--- src/include/tws_params.svh ---
`ifndef TWS_PARAMS_SVH
`define TWS_PARAMS_SVH

// =====================================================================
// Address word layout and protocol counts
`define TWS_CTRL_CODE 4'ha
`define TWS_BIT_ACK 4'h8
`define TWS_BIT_END 4'h9
`define TWS_PAGE_BYTES 8
`define TWS_PAGE_BITS 3

// =====================================================================
// Timing: clock rate and internal nonvolatile write time
`define TWS_CLK_MHZ 50
`define TWS_NV_WRITE_CYCLE_TIME_US 10000
`define TWS_NV_WRITE_CYCLES (`TWS_NV_WRITE_CYCLE_TIME_US * `TWS_CLK_MHZ)
`define TWS_NV_CNT_BITS 24

`endif

--- src/include/tws_pkg.sv ---
package tws_pkg;

  // =====================================================================
  // Protocol states of the serial slave
  typedef enum logic [2:0]
  {
    TWS_IDLE = 3'b000,
    TWS_DEV = 3'b001,
    TWS_MADDR = 3'b010,
    TWS_WDATA = 3'b011,
    TWS_READ = 3'b100
  } tws_state_type;

  // Next address inside the aligned eight-byte page
  function automatic logic [7:0] tws_page_next(input logic [7:0] addr);
    tws_page_next = {addr[7:3], addr[2:0] + 3'h1};
  endfunction : tws_page_next

endpackage : tws_pkg

--- src/tws_line_detect.sv ---
`timescale 1ns/1ps

// =====================================================================
// Clock edges and start / stop conditions on the two bus lines
module tws_line_detect
(
  input wire logic clk_in,
  input wire logic rst_in,
  input wire logic ce_in,
  input wire logic scl_in,
  input wire logic sda_in,
  output logic scl_rise_out,
  output logic scl_fall_out,
  output logic start_out,
  output logic stop_out
);

  logic scl_r;
  logic sda_r;

  // Previous line levels; idle bus is high on both lines
  always_ff @(posedge clk_in or posedge rst_in)
  begin
    if (rst_in)
    begin
      scl_r <= 1'b1;
      sda_r <= 1'b1;
    end
    else if (ce_in)
    begin
      scl_r <= scl_in;
      sda_r <= sda_in;
    end
  end

  // Data moving while the clock is high is a control condition [RULE1]
  assign scl_rise_out = ce_in & scl_in & ~scl_r;
  assign scl_fall_out = ce_in & ~scl_in & scl_r;
  assign start_out = ce_in & scl_in & scl_r & sda_r & ~sda_in; // [RULE2]
  assign stop_out = ce_in & scl_in & scl_r & ~sda_r & sda_in; // [RULE3]

endmodule : tws_line_detect

--- src/tws_nv_store.sv ---
`timescale 1ns/1ps
`include "tws_params.svh"

// =====================================================================
// Memory array, page buffer and timed nonvolatile commit
module tws_nv_store
  import tws_pkg::*;
#(
  parameter logic [`TWS_NV_CNT_BITS-1:0] NV_CYCLES = `TWS_NV_CNT_BITS'(`TWS_NV_WRITE_CYCLES)
)
(
  input wire logic clk_in,
  input wire logic rst_in,
  input wire logic ce_in,
  input wire logic buf_wr_in,
  input wire logic [7:0] buf_addr_in,
  input wire logic [7:0] buf_data_in,
  input wire logic commit_in,
  input wire logic discard_in,
  input wire logic [7:0] rd_addr_in,
  output logic [7:0] rd_data_out,
  output logic busy_out
);

  logic [7:0] mem [0:255];
  logic [7:0] page_buf [0:`TWS_PAGE_BYTES-1];
  logic [`TWS_PAGE_BYTES-1:0] valid_r;
  logic [4:0] base_r;
  logic busy_r;
  logic [`TWS_NV_CNT_BITS-1:0] cnt_r;

  wire logic [`TWS_PAGE_BITS-1:0] slot = cnt_r[`TWS_PAGE_BITS-1:0];
  wire logic copy_now = busy_r && (cnt_r < `TWS_NV_CNT_BITS'(`TWS_PAGE_BYTES)) && valid_r[slot];
  wire logic done = busy_r && (cnt_r == NV_CYCLES - `TWS_NV_CNT_BITS'(1));

  // Page buffer; only bytes of the last addressed page are kept
  always_ff @(posedge clk_in)
  begin
    if (ce_in && buf_wr_in)
      page_buf[buf_addr_in[2:0]] <= buf_data_in;
  end

  // Valid mask and commit timer; a discard drops all pending bytes [RULE13]
  always_ff @(posedge clk_in or posedge rst_in)
  begin
    if (rst_in)
    begin
      valid_r <= '0;
      base_r <= 5'h00;
      busy_r <= 1'b0;
      cnt_r <= '0;
    end
    else if (ce_in)
    begin
      if (discard_in || done)
        valid_r <= '0;
      else if (buf_wr_in)
        valid_r[buf_addr_in[2:0]] <= 1'b1;
      if (buf_wr_in)
        base_r <= buf_addr_in[7:3];
      if (commit_in && |valid_r)
        busy_r <= 1'b1; // [RULE11]
      else if (done)
        busy_r <= 1'b0;
      cnt_r <= busy_r ? cnt_r + `TWS_NV_CNT_BITS'(1) : '0;
    end
  end

  // Array write one byte per cycle in the first eight cycles of the timed cycle; read is registered
  always_ff @(posedge clk_in)
  begin
    if (ce_in && copy_now)
      mem[{base_r, slot}] <= page_buf[slot];
    if (ce_in)
      rd_data_out <= mem[rd_addr_in];
  end

  assign busy_out = busy_r;

endmodule : tws_nv_store

--- src/tws_slave.sv ---
`timescale 1ns/1ps
`include "tws_params.svh"

// =====================================================================
// Two-wire memory slave: serial front end for the device memory map
// Contract
// [RULE1] Data is sampled on clock rise; changes while clock high are control.
// [RULE2] Data falling with clock high is a start and begins a transfer.
// [RULE3] Data rising with clock high is a stop; the slave goes to standby.
// [RULE4] Slave pulls data low through the ninth clock after each accepted byte.
// [RULE5] Standby after reset, after a stop and when internal work ends.
// [RULE6] Master recovers the bus by clocking and issuing a fresh start.
// [RULE7] Address word arrives MSB first: control code, select bits, direction.
// [RULE8] Direction bit one starts a read, zero starts a write.
// [RULE9] Acknowledge only on select match; otherwise drop to standby silently.
// [RULE10] In a write, memory address and data bytes are each acknowledged.
// [RULE11] After a write stop, timed commit runs and bus input is ignored.
// [RULE12] Page writes take up to eight bytes before the stop.
// [RULE13] A write not closed by a stop is discarded, never committed.
// [RULE14] During the commit, address polls are not acknowledged.
// [RULE15] Pointer holds last address plus one and wraps to zero. After a page write the code wraps it inside the eight-byte page instead.
// [RULE16] Current read shifts out the byte at the pointer after the ack.
// [RULE17] Random read is a dummy write of the address then a repeated start.
// [RULE18] Each master ack sends the next byte, address wrapping to zero.
// [RULE19] Master ends a read with no ack then a stop.
// [RULE20] Write-protect high rejects all written data bytes.
// [RULE21] Temperature conversion is held off while a transfer is active.
// [RULE22] Page write addresses wrap inside the aligned eight-byte page.
module tws_slave
  import tws_pkg::*;
#(
  parameter logic [`TWS_NV_CNT_BITS-1:0] NV_CYCLES = `TWS_NV_CNT_BITS'(`TWS_NV_WRITE_CYCLES)
)
(
  input wire logic clk_in,
  input wire logic rst_in,
  input wire logic ce_in,
  input wire logic scl_in,
  input wire logic sda_in,
  output logic sda_out,
  output logic sda_oe_out,
  input wire logic select_pin_high_in,
  input wire logic select_pin_mid_in,
  input wire logic select_pin_low_in,
  input wire logic wp_in,
  output logic standby_out,
  output logic conv_hold_out,
  output logic nv_busy_out
);

  // =====================================================================
  // Declarations
  tws_state_type state_r;
  logic [3:0] cnt_r;
  logic [7:0] shift_r;
  logic sda_low_r;
  logic rw_r;
  logic mack_r;
  logic [7:0] ptr_r;
  logic [7:0] waddr_r;
  logic wr_pend_r;
  logic scl_rise;
  logic scl_fall;
  logic start;
  logic stop;
  logic [7:0] rd_data;
  logic busy;

  // =====================================================================
  // Line conditions and memory
  tws_line_detect u_detect
  (
    .clk_in(clk_in),
    .rst_in(rst_in),
    .ce_in(ce_in),
    .scl_in(scl_in),
    .sda_in(sda_in),
    .scl_rise_out(scl_rise),
    .scl_fall_out(scl_fall),
    .start_out(start),
    .stop_out(stop)
  );

  // Data byte goes to the page buffer only when write protect is low
  wire logic buf_wr = scl_fall && (cnt_r == `TWS_BIT_ACK) && (state_r == TWS_WDATA) && !wp_in; // [RULE20]

  tws_nv_store #(.NV_CYCLES(NV_CYCLES)) u_store
  (
    .clk_in(clk_in),
    .rst_in(rst_in),
    .ce_in(ce_in),
    .buf_wr_in(buf_wr),
    .buf_addr_in(waddr_r),
    .buf_data_in(shift_r),
    .commit_in(stop && wr_pend_r), // [RULE11]
    .discard_in(start && wr_pend_r), // [RULE13]
    .rd_addr_in(ptr_r),
    .rd_data_out(rd_data),
    .busy_out(busy)
  );

  // =====================================================================
  // Decode of byte boundaries and acknowledge decisions
  wire logic receiving = (state_r == TWS_DEV) || (state_r == TWS_MADDR) || (state_r == TWS_WDATA);
  wire logic byte_done = scl_fall && (cnt_r == `TWS_BIT_ACK);
  wire logic ack_end = scl_fall && (cnt_r == `TWS_BIT_END);
  wire logic [2:0] pins = {select_pin_high_in, select_pin_mid_in, select_pin_low_in};
  // Control code, select bits and direction in MSB-first order [RULE7]
  wire logic dev_match = (shift_r[7:4] == `TWS_CTRL_CODE) && (shift_r[3:1] == pins);
  // A busy store refuses every address word, so polls see no ack [RULE14]
  wire logic dev_ack = dev_match && !busy; // [RULE9]
  wire logic ack_grant = (state_r == TWS_DEV) ? dev_ack :
                         (state_r == TWS_MADDR) ? 1'b1 :
                         (state_r == TWS_WDATA) ? !wp_in : 1'b0; // [RULE10]
  wire logic read_load = ack_end && (((state_r == TWS_DEV) && rw_r) || ((state_r == TWS_READ) && mack_r));
  wire logic drive_bit = scl_fall && (state_r == TWS_READ) && (cnt_r != 4'h0) && (cnt_r < `TWS_BIT_ACK);

  // =====================================================================
  // State and bit counter; a start from any state restarts the bus [RULE6]
  always_ff @(posedge clk_in or posedge rst_in)
  begin
    if (rst_in)
    begin
      state_r <= TWS_IDLE;
      cnt_r <= 4'h0;
    end
    else if (start)
    begin
      state_r <= TWS_DEV; // [RULE2]
      cnt_r <= 4'h0;
    end
    else if (stop)
    begin
      state_r <= TWS_IDLE; // [RULE3]
      cnt_r <= 4'h0;
    end
    else if (byte_done && (state_r == TWS_DEV) && !dev_ack)
      state_r <= TWS_IDLE; // [RULE9]
    else if (ack_end)
    begin
      cnt_r <= 4'h0;
      unique case (state_r)
        TWS_DEV: state_r <= rw_r ? TWS_READ : TWS_MADDR; // [RULE8]
        TWS_MADDR: state_r <= TWS_WDATA;
        TWS_WDATA: state_r <= TWS_WDATA; // [RULE12]
        TWS_READ: state_r <= mack_r ? TWS_READ : TWS_IDLE; // [RULE19]
        TWS_IDLE: state_r <= TWS_IDLE;
      endcase
    end
    else if (scl_rise && (state_r != TWS_IDLE))
      cnt_r <= cnt_r + 4'h1;
  end

  // =====================================================================
  // Shift register: samples on clock rise, unloads read data MSB first
  always_ff @(posedge clk_in or posedge rst_in)
  begin
    if (rst_in)
      shift_r <= 8'h00;
    else if (ce_in)
    begin
      if (scl_rise && receiving && (cnt_r < `TWS_BIT_ACK))
        shift_r <= {shift_r[6:0], sda_in}; // [RULE1]
      else if (read_load)
        shift_r <= {rd_data[6:0], 1'b1}; // [RULE16]
      else if (drive_bit)
        shift_r <= {shift_r[6:0], 1'b1};
    end
  end

  // Direction bit taken at the eighth clock fall; master acknowledge sampled on the ninth rise
  always_ff @(posedge clk_in or posedge rst_in)
  begin
    if (rst_in)
    begin
      rw_r <= 1'b0;
      mack_r <= 1'b0;
    end
    else if (ce_in)
    begin
      if (byte_done && (state_r == TWS_DEV))
        rw_r <= shift_r[0]; // [RULE8]
      if (scl_rise && (state_r == TWS_READ) && (cnt_r == `TWS_BIT_ACK))
        mack_r <= ~sda_in; // [RULE18]
    end
  end

  // =====================================================================
  // Data line pull-down; changes only right after a clock fall
  always_ff @(posedge clk_in or posedge rst_in)
  begin
    if (rst_in)
      sda_low_r <= 1'b0;
    else if (start || stop)
      sda_low_r <= 1'b0;
    else if (byte_done)
      sda_low_r <= receiving && ack_grant; // [RULE4]
    else if (read_load)
      sda_low_r <= ~rd_data[7]; // [RULE16]
    else if (ack_end)
      sda_low_r <= 1'b0;
    else if (drive_bit)
      sda_low_r <= ~shift_r[7]; // [RULE1]
  end

  // =====================================================================
  // Address pointer and page write address
  always_ff @(posedge clk_in or posedge rst_in)
  begin
    if (rst_in)
    begin
      ptr_r <= 8'h00;
      waddr_r <= 8'h00;
    end
    else if (ce_in)
    begin
      if (byte_done && (state_r == TWS_MADDR))
      begin
        ptr_r <= shift_r; // [RULE17]
        waddr_r <= shift_r;
      end
      else if (buf_wr)
      begin
        waddr_r <= tws_page_next(waddr_r); // [RULE22]
        ptr_r <= tws_page_next(waddr_r); // [RULE15]
      end
      else if (read_load)
        ptr_r <= ptr_r + 8'h01; // [RULE18]
    end
  end

  // Pending write flag: set by an accepted data byte, cleared by start or stop
  always_ff @(posedge clk_in or posedge rst_in)
  begin
    if (rst_in)
      wr_pend_r <= 1'b0;
    else if (start || stop)
      wr_pend_r <= 1'b0; // [RULE13]
    else if (buf_wr)
      wr_pend_r <= 1'b1;
  end

  // =====================================================================
  // Open-drain output and status levels
  assign sda_out = 1'b0;
  assign sda_oe_out = sda_low_r;
  assign standby_out = (state_r == TWS_IDLE) && !busy; // [RULE5]
  assign conv_hold_out = (state_r != TWS_IDLE) || busy; // [RULE21]
  assign nv_busy_out = busy;
endmodule : tws_slave

--- config.mk ---
export PLATFORM = sky130hd
export DESIGN_NAME = tws_slave
export DESIGN_NICKNAME = d
export VERILOG_FILES = /design/src/include/tws_pkg.sv /design/src/tws_line_detect.sv /design/src/tws_nv_store.sv /design/src/tws_slave.sv
export VERILOG_INCLUDE_DIRS = /design/src /design/src/include
export SDC_FILE = /design/constraint.sdc
export NUM_CORES = 2
export LEC_CHECK = 0
export ABC_AREA = 1
export BUFFER_PORTS_ARGS = -buffer_cell sky130_fd_sc_hd__buf_2
export CAP_MARGIN = 0
export CORE_ASPECT_RATIO = 1.25
export CORE_MARGIN = 2
export CORE_UTILIZATION = 45
export DETAILED_ROUTE_END_ITERATION = 6
export GPL_ROUTABILITY_DRIVEN = 0
export PLACE_DENSITY_LB_ADDON = 0.2
export SYNTH_ARGS = -nofsm -noshare
export SYNTH_HDL_FRONTEND = slang
export SYNTH_SLANG_ARGS = --single-unit
--- constraint.sdc ---
create_clock -name clk_in -period 15.85 [get_ports clk_in]
set_input_delay 0.7925 -clock clk_in [delete_from_list [all_inputs] [get_ports clk_in]]
set_output_delay 0.7925 -clock clk_in [all_outputs]
set_load 0.02 [all_outputs]
==> impl_metrics.env <==
export IMPL_worstHoldEndpoint="u_detect.scl_r$_DFFE_PP1P_"
export IMPL_p_leak_nw=37.3
export IMPL_grt_use_total=0.245
export IMPL_antenna_found_initial=8
export IMPL_initial_core_util=0.452
export IMPL_ir_drop_mv=0.143
export IMPL_yosysSeqAreaShare=0.707
export IMPL_swShare=0.339
export IMPL_drtPass1Iterations=6
export IMPL_crit_slowest_cell="buf_4"
export IMPL_syn_nets=8460
export IMPL_worst_hold_path_num_cells=3
export IMPL_final_max_slew_violation_count=0
export IMPL_wire_per_inst_microns=23.3
export IMPL_synth_cell_types=38
export IMPL_multi_input_area_sq_um=22500
export IMPL_cts_tree="built"
export IMPL_internal_power_mw=9.95
export IMPL_p_switching_mw=5.09
export IMPL_drv_cap=0
export IMPL_grt_pass1_wl_mm=386
export IMPL_fin_worst_skew_ns=0.0401
export IMPL_min_path_type="in -> reg"
export IMPL_tightest_slew_ns=1.22
export IMPL_min_from="scl_in"
export IMPL_fp_dieArea_sq_um=210000
export IMPL_cp_cell_sequence="inv_8, buf_4, buf_4, buf_4, nand2_1, nand3_1, nand3_1, nand3_1, nand2_1, nand2_1, nand2_1, nor2_1, nand2_1, nand3_1, nand2_1"
export IMPL_fin_area_sq_um=101000
export IMPL_dp_hpwl_mm=149
export IMPL_clockPowerShare=0.325
export IMPL_dpl_instance_area_sq_um=94700
export IMPL_path_buf_inv=4
export IMPL_regArea_sq_um=65600
export IMPL_p_total_mw=15.0
export IMPL_synthArstFlopShare=0.0342
export IMPL_nets=8291
export IMPL_die_w_microns=410
export IMPL_rows=186
export IMPL_port_buffers=12
export IMPL_maxSlewHeadroom=0.184
export IMPL_synth_edf_count=2120
export IMPL_power_density_nw_per_um2=149
export IMPL_fmax_mhz=183
export IMPL_period_needed_ns=5.46
export IMPL_rr_endpoint="u_store.rd_data_out[3]$_DFFE_PP_"
export IMPL_comb_power_share=0.241
export IMPL_status="finished, final reports clean"
export IMPL_cpPeakStageDelay_ns=0.81
export IMPL_end_kind="flop"
export IMPL_clk_pin_slew_ns=0.06
export IMPL_crit_path_max_fanout=122
export IMPL_avgViaCountPerCell=5.49
export IMPL_htreeDepth=4
export IMPL_path_common_cell="nand2_1"
export IMPL_fillers=18101
export IMPL_grt_overflow=0
export IMPL_clock_root_buffer="clkbuf_16"
export IMPL_drive_gt1_frac=0.0561
export IMPL_synth_seq_cells=2195
export IMPL_ant_nets=0
export IMPL_cts_hold_fix_buffers=1
export IMPL_netlist_area_sq_um=92700
export IMPL_drc=0
export IMPL_yosys_warnings=0
export IMPL_layout_area_overhead_vs_synth_pct=9.32
export IMPL_cts_buffers=212
export IMPL_startpoint_type="flop"
export IMPL_post_cts_buffers=0
export IMPL_setup_viol=0
export IMPL_finalSetupTns_ns=0
export IMPL_grt_setup_unrepaired="no"
export IMPL_fin_cells=11186
export IMPL_reg2regPathDepth=15
export IMPL_num_io_pins=14
export IMPL_reg2reg_slack_ns=10.39
export IMPL_p_seq_frac=0.435
export IMPL_core_sq_um=205000
export IMPL_placed_cells=10783
export IMPL_syn_mean_instance_area_sq_um=11.0
export IMPL_cp_arrival_ns=6.05
export IMPL_ys_dominant_reg_cell="edfxtp_1"
export IMPL_period_share=0.344
export IMPL_first_global_vias=59513
export IMPL_crit_required_ns=16.44
export IMPL_cts_resized=0
export IMPL_clkLatencyLatePin_ns=0.86
export IMPL_wirelength_mm=261
export IMPL_grt_max_degree=206
export IMPL_drtIter0Drc=6571
export IMPL_r2r_start="ptr_r[0]$_DFFE_PP0P_"
export IMPL_cts_buffer_depth=3
export IMPL_crit_type="reg -> reg"
export IMPL_cp_top_family="buffers and inverters"
export IMPL_num_vias=61418
export IMPL_finalHoldViolCount=0
export IMPL_dp_slack_ns=10.49
export IMPL_synth_cells=8442
export IMPL_die_h_microns=511
export IMPL_worst_slack_ns=10.39
export IMPL_cts_sinks=2195
==> metal layers <==
metal | wire [microns] | global-route usage | share of wire
met1 | 105000 | 0.318 | 0.40
met2 | 128000 | 0.411 | 0.49
met3 | 18000 | 0.0383 | 0.069
met4 | 10100 | 0.0966 | 0.039
met5 | 0 | 0 | 0
==> cell type report <==
| cell class | count | share of cell area |
|---|---|---|
| multi-input combinational | 5132 | 0.222 |
| clock inverter | 124 | 0.0103 |
| sequential | 2195 | 0.647 |
| tap | 2726 | 0.0337 |
| antenna | 14 | 0.000346 |
| clock buffer | 263 | 0.0547 |
| timing repair buffer | 118 | 0.00907 |
| inverter | 614 | 0.0230 |
==> cells by family (layout without fill, tap and decap cells) <==
family	after synthesis	count (layout)	synth area share
buffers and inverters	1115	1119	0.0523
flip-flops	2195	2195	0.707
AO/OA/AOI/OAI	750	750	0.0446
adder cells (fa/ha/maj)	9	9	0.00122
other	1	15	0.0000405
XOR/XNOR	7	7	0.000662
AND/OR/NAND/NOR	4365	4365	0.194
==> through the flow <==
step,hold WS [ns],utilization
floorplan,0.453,-
global placement,0.476,0.462
detailed placement,0.480,0.462
CTS,0.153,0.494
global route,0.210,0.494
finish,0.212,0.494
==> flip-flops by register name, summed over array words and instances, names as in the netlist, 8 cells and up <==
register             count
u_store.mem           2048
u_store.cnt_r           24
u_store.valid_r          8
ptr_r                    8
waddr_r                  8
u_store.page_buf        64
u_store.rd_data_out      8
shift_r                  8
==> placed cells by master, fill, tap and decap left out, drive strengths merged, types with 13 or more instances in the layout <==
cell / synthesis / routed
nor2: 1239 / 1239
inv: 611 / 618
or2: 18 / 18
nand2: 1966 / 1966
a21oi: 72 / 72
clkinv: 3 / 101
bufinv: 0 / 13
o211ai: 114 / 114
diode: 0 / 14
dfrtp: 73 / 73
o22ai: 16 / 16
edfxtp: 2120 / 2120
a31oi: 18 / 18
clkbuf: 191 / 263
o21ai: 518 / 518
nor3: 56 / 56
buf: 310 / 117
nand3: 1069 / 1069
==> power groups by stage <==
stage | Combinational, mW | Clock (mW) | Sequential (mW)
floorplan | 2.48 | 0 | 6.53
global placement | 3.59 | 0 | 6.66
detailed placement | 3.59 | 0 | 6.66
CTS | 3.60 | 4.95 | 6.53
global route | 3.95 | 5.15 | 6.53
finish | 3.62 | 4.88 | 6.54
==> worst reg2reg max path, stage by stage, from the launching register on <==
cell and delay [ns]:
dfrtp_4 0.75, inv_8 0.77, buf_4 0.88, buf_4 0.82
buf_4 0.75, nand2_1 0.17, nand3_1 0.09, nand3_1 0.13
nand3_1 0.13, nand2_1 0.09, nand2_1 0.06, nand2_1 0.07
nor2_1 0.10, nand2_1 0.17, nand3_1 0.14, nand2_1 0.07
==> synth_stat cells (65+ instances only) <==
library cell | n | area [sq um]
nand3_1 | 1062 | 5320
inv_1 | 606 | 2270
buf_1 | 65 | 244
o21ai_0 | 492 | 2460
edfxtp_1 | 2120 | 63700
buf_2 | 160 | 801
o211ai_1 | 114 | 856
nand2_1 | 1963 | 7370
clkbuf_1 | 191 | 717
a21oi_1 | 72 | 360
dfrtp_1 | 73 | 1830
nor2_1 | 1237 | 4640
==> how the worst max path moves through the flow <==
stage                                 startpoint  slack [ns]  cells after the start                          endpoint
floorplan           u_store.cnt_r[0]$_DFFE_PP0P_        5.36                      6       u_store.mem[0][4]$_DFFE_PP_
global placement            ptr_r[0]$_DFFE_PP0P_       10.46                     15  u_store.rd_data_out[3]$_DFFE_PP_
CTS                         ptr_r[0]$_DFFE_PP0P_       10.48                     15  u_store.rd_data_out[3]$_DFFE_PP_
finish                      ptr_r[0]$_DFFE_PP0P_       10.39                     15  u_store.rd_data_out[3]$_DFFE_PP_
global route                ptr_r[0]$_DFFE_PP0P_       10.06                     15  u_store.rd_data_out[3]$_DFFE_PP_
detailed placement          ptr_r[0]$_DFFE_PP0P_       10.49                     15  u_store.rd_data_out[5]$_DFFE_PP_
No activity file was read; power rests on OpenSTA's default activity.
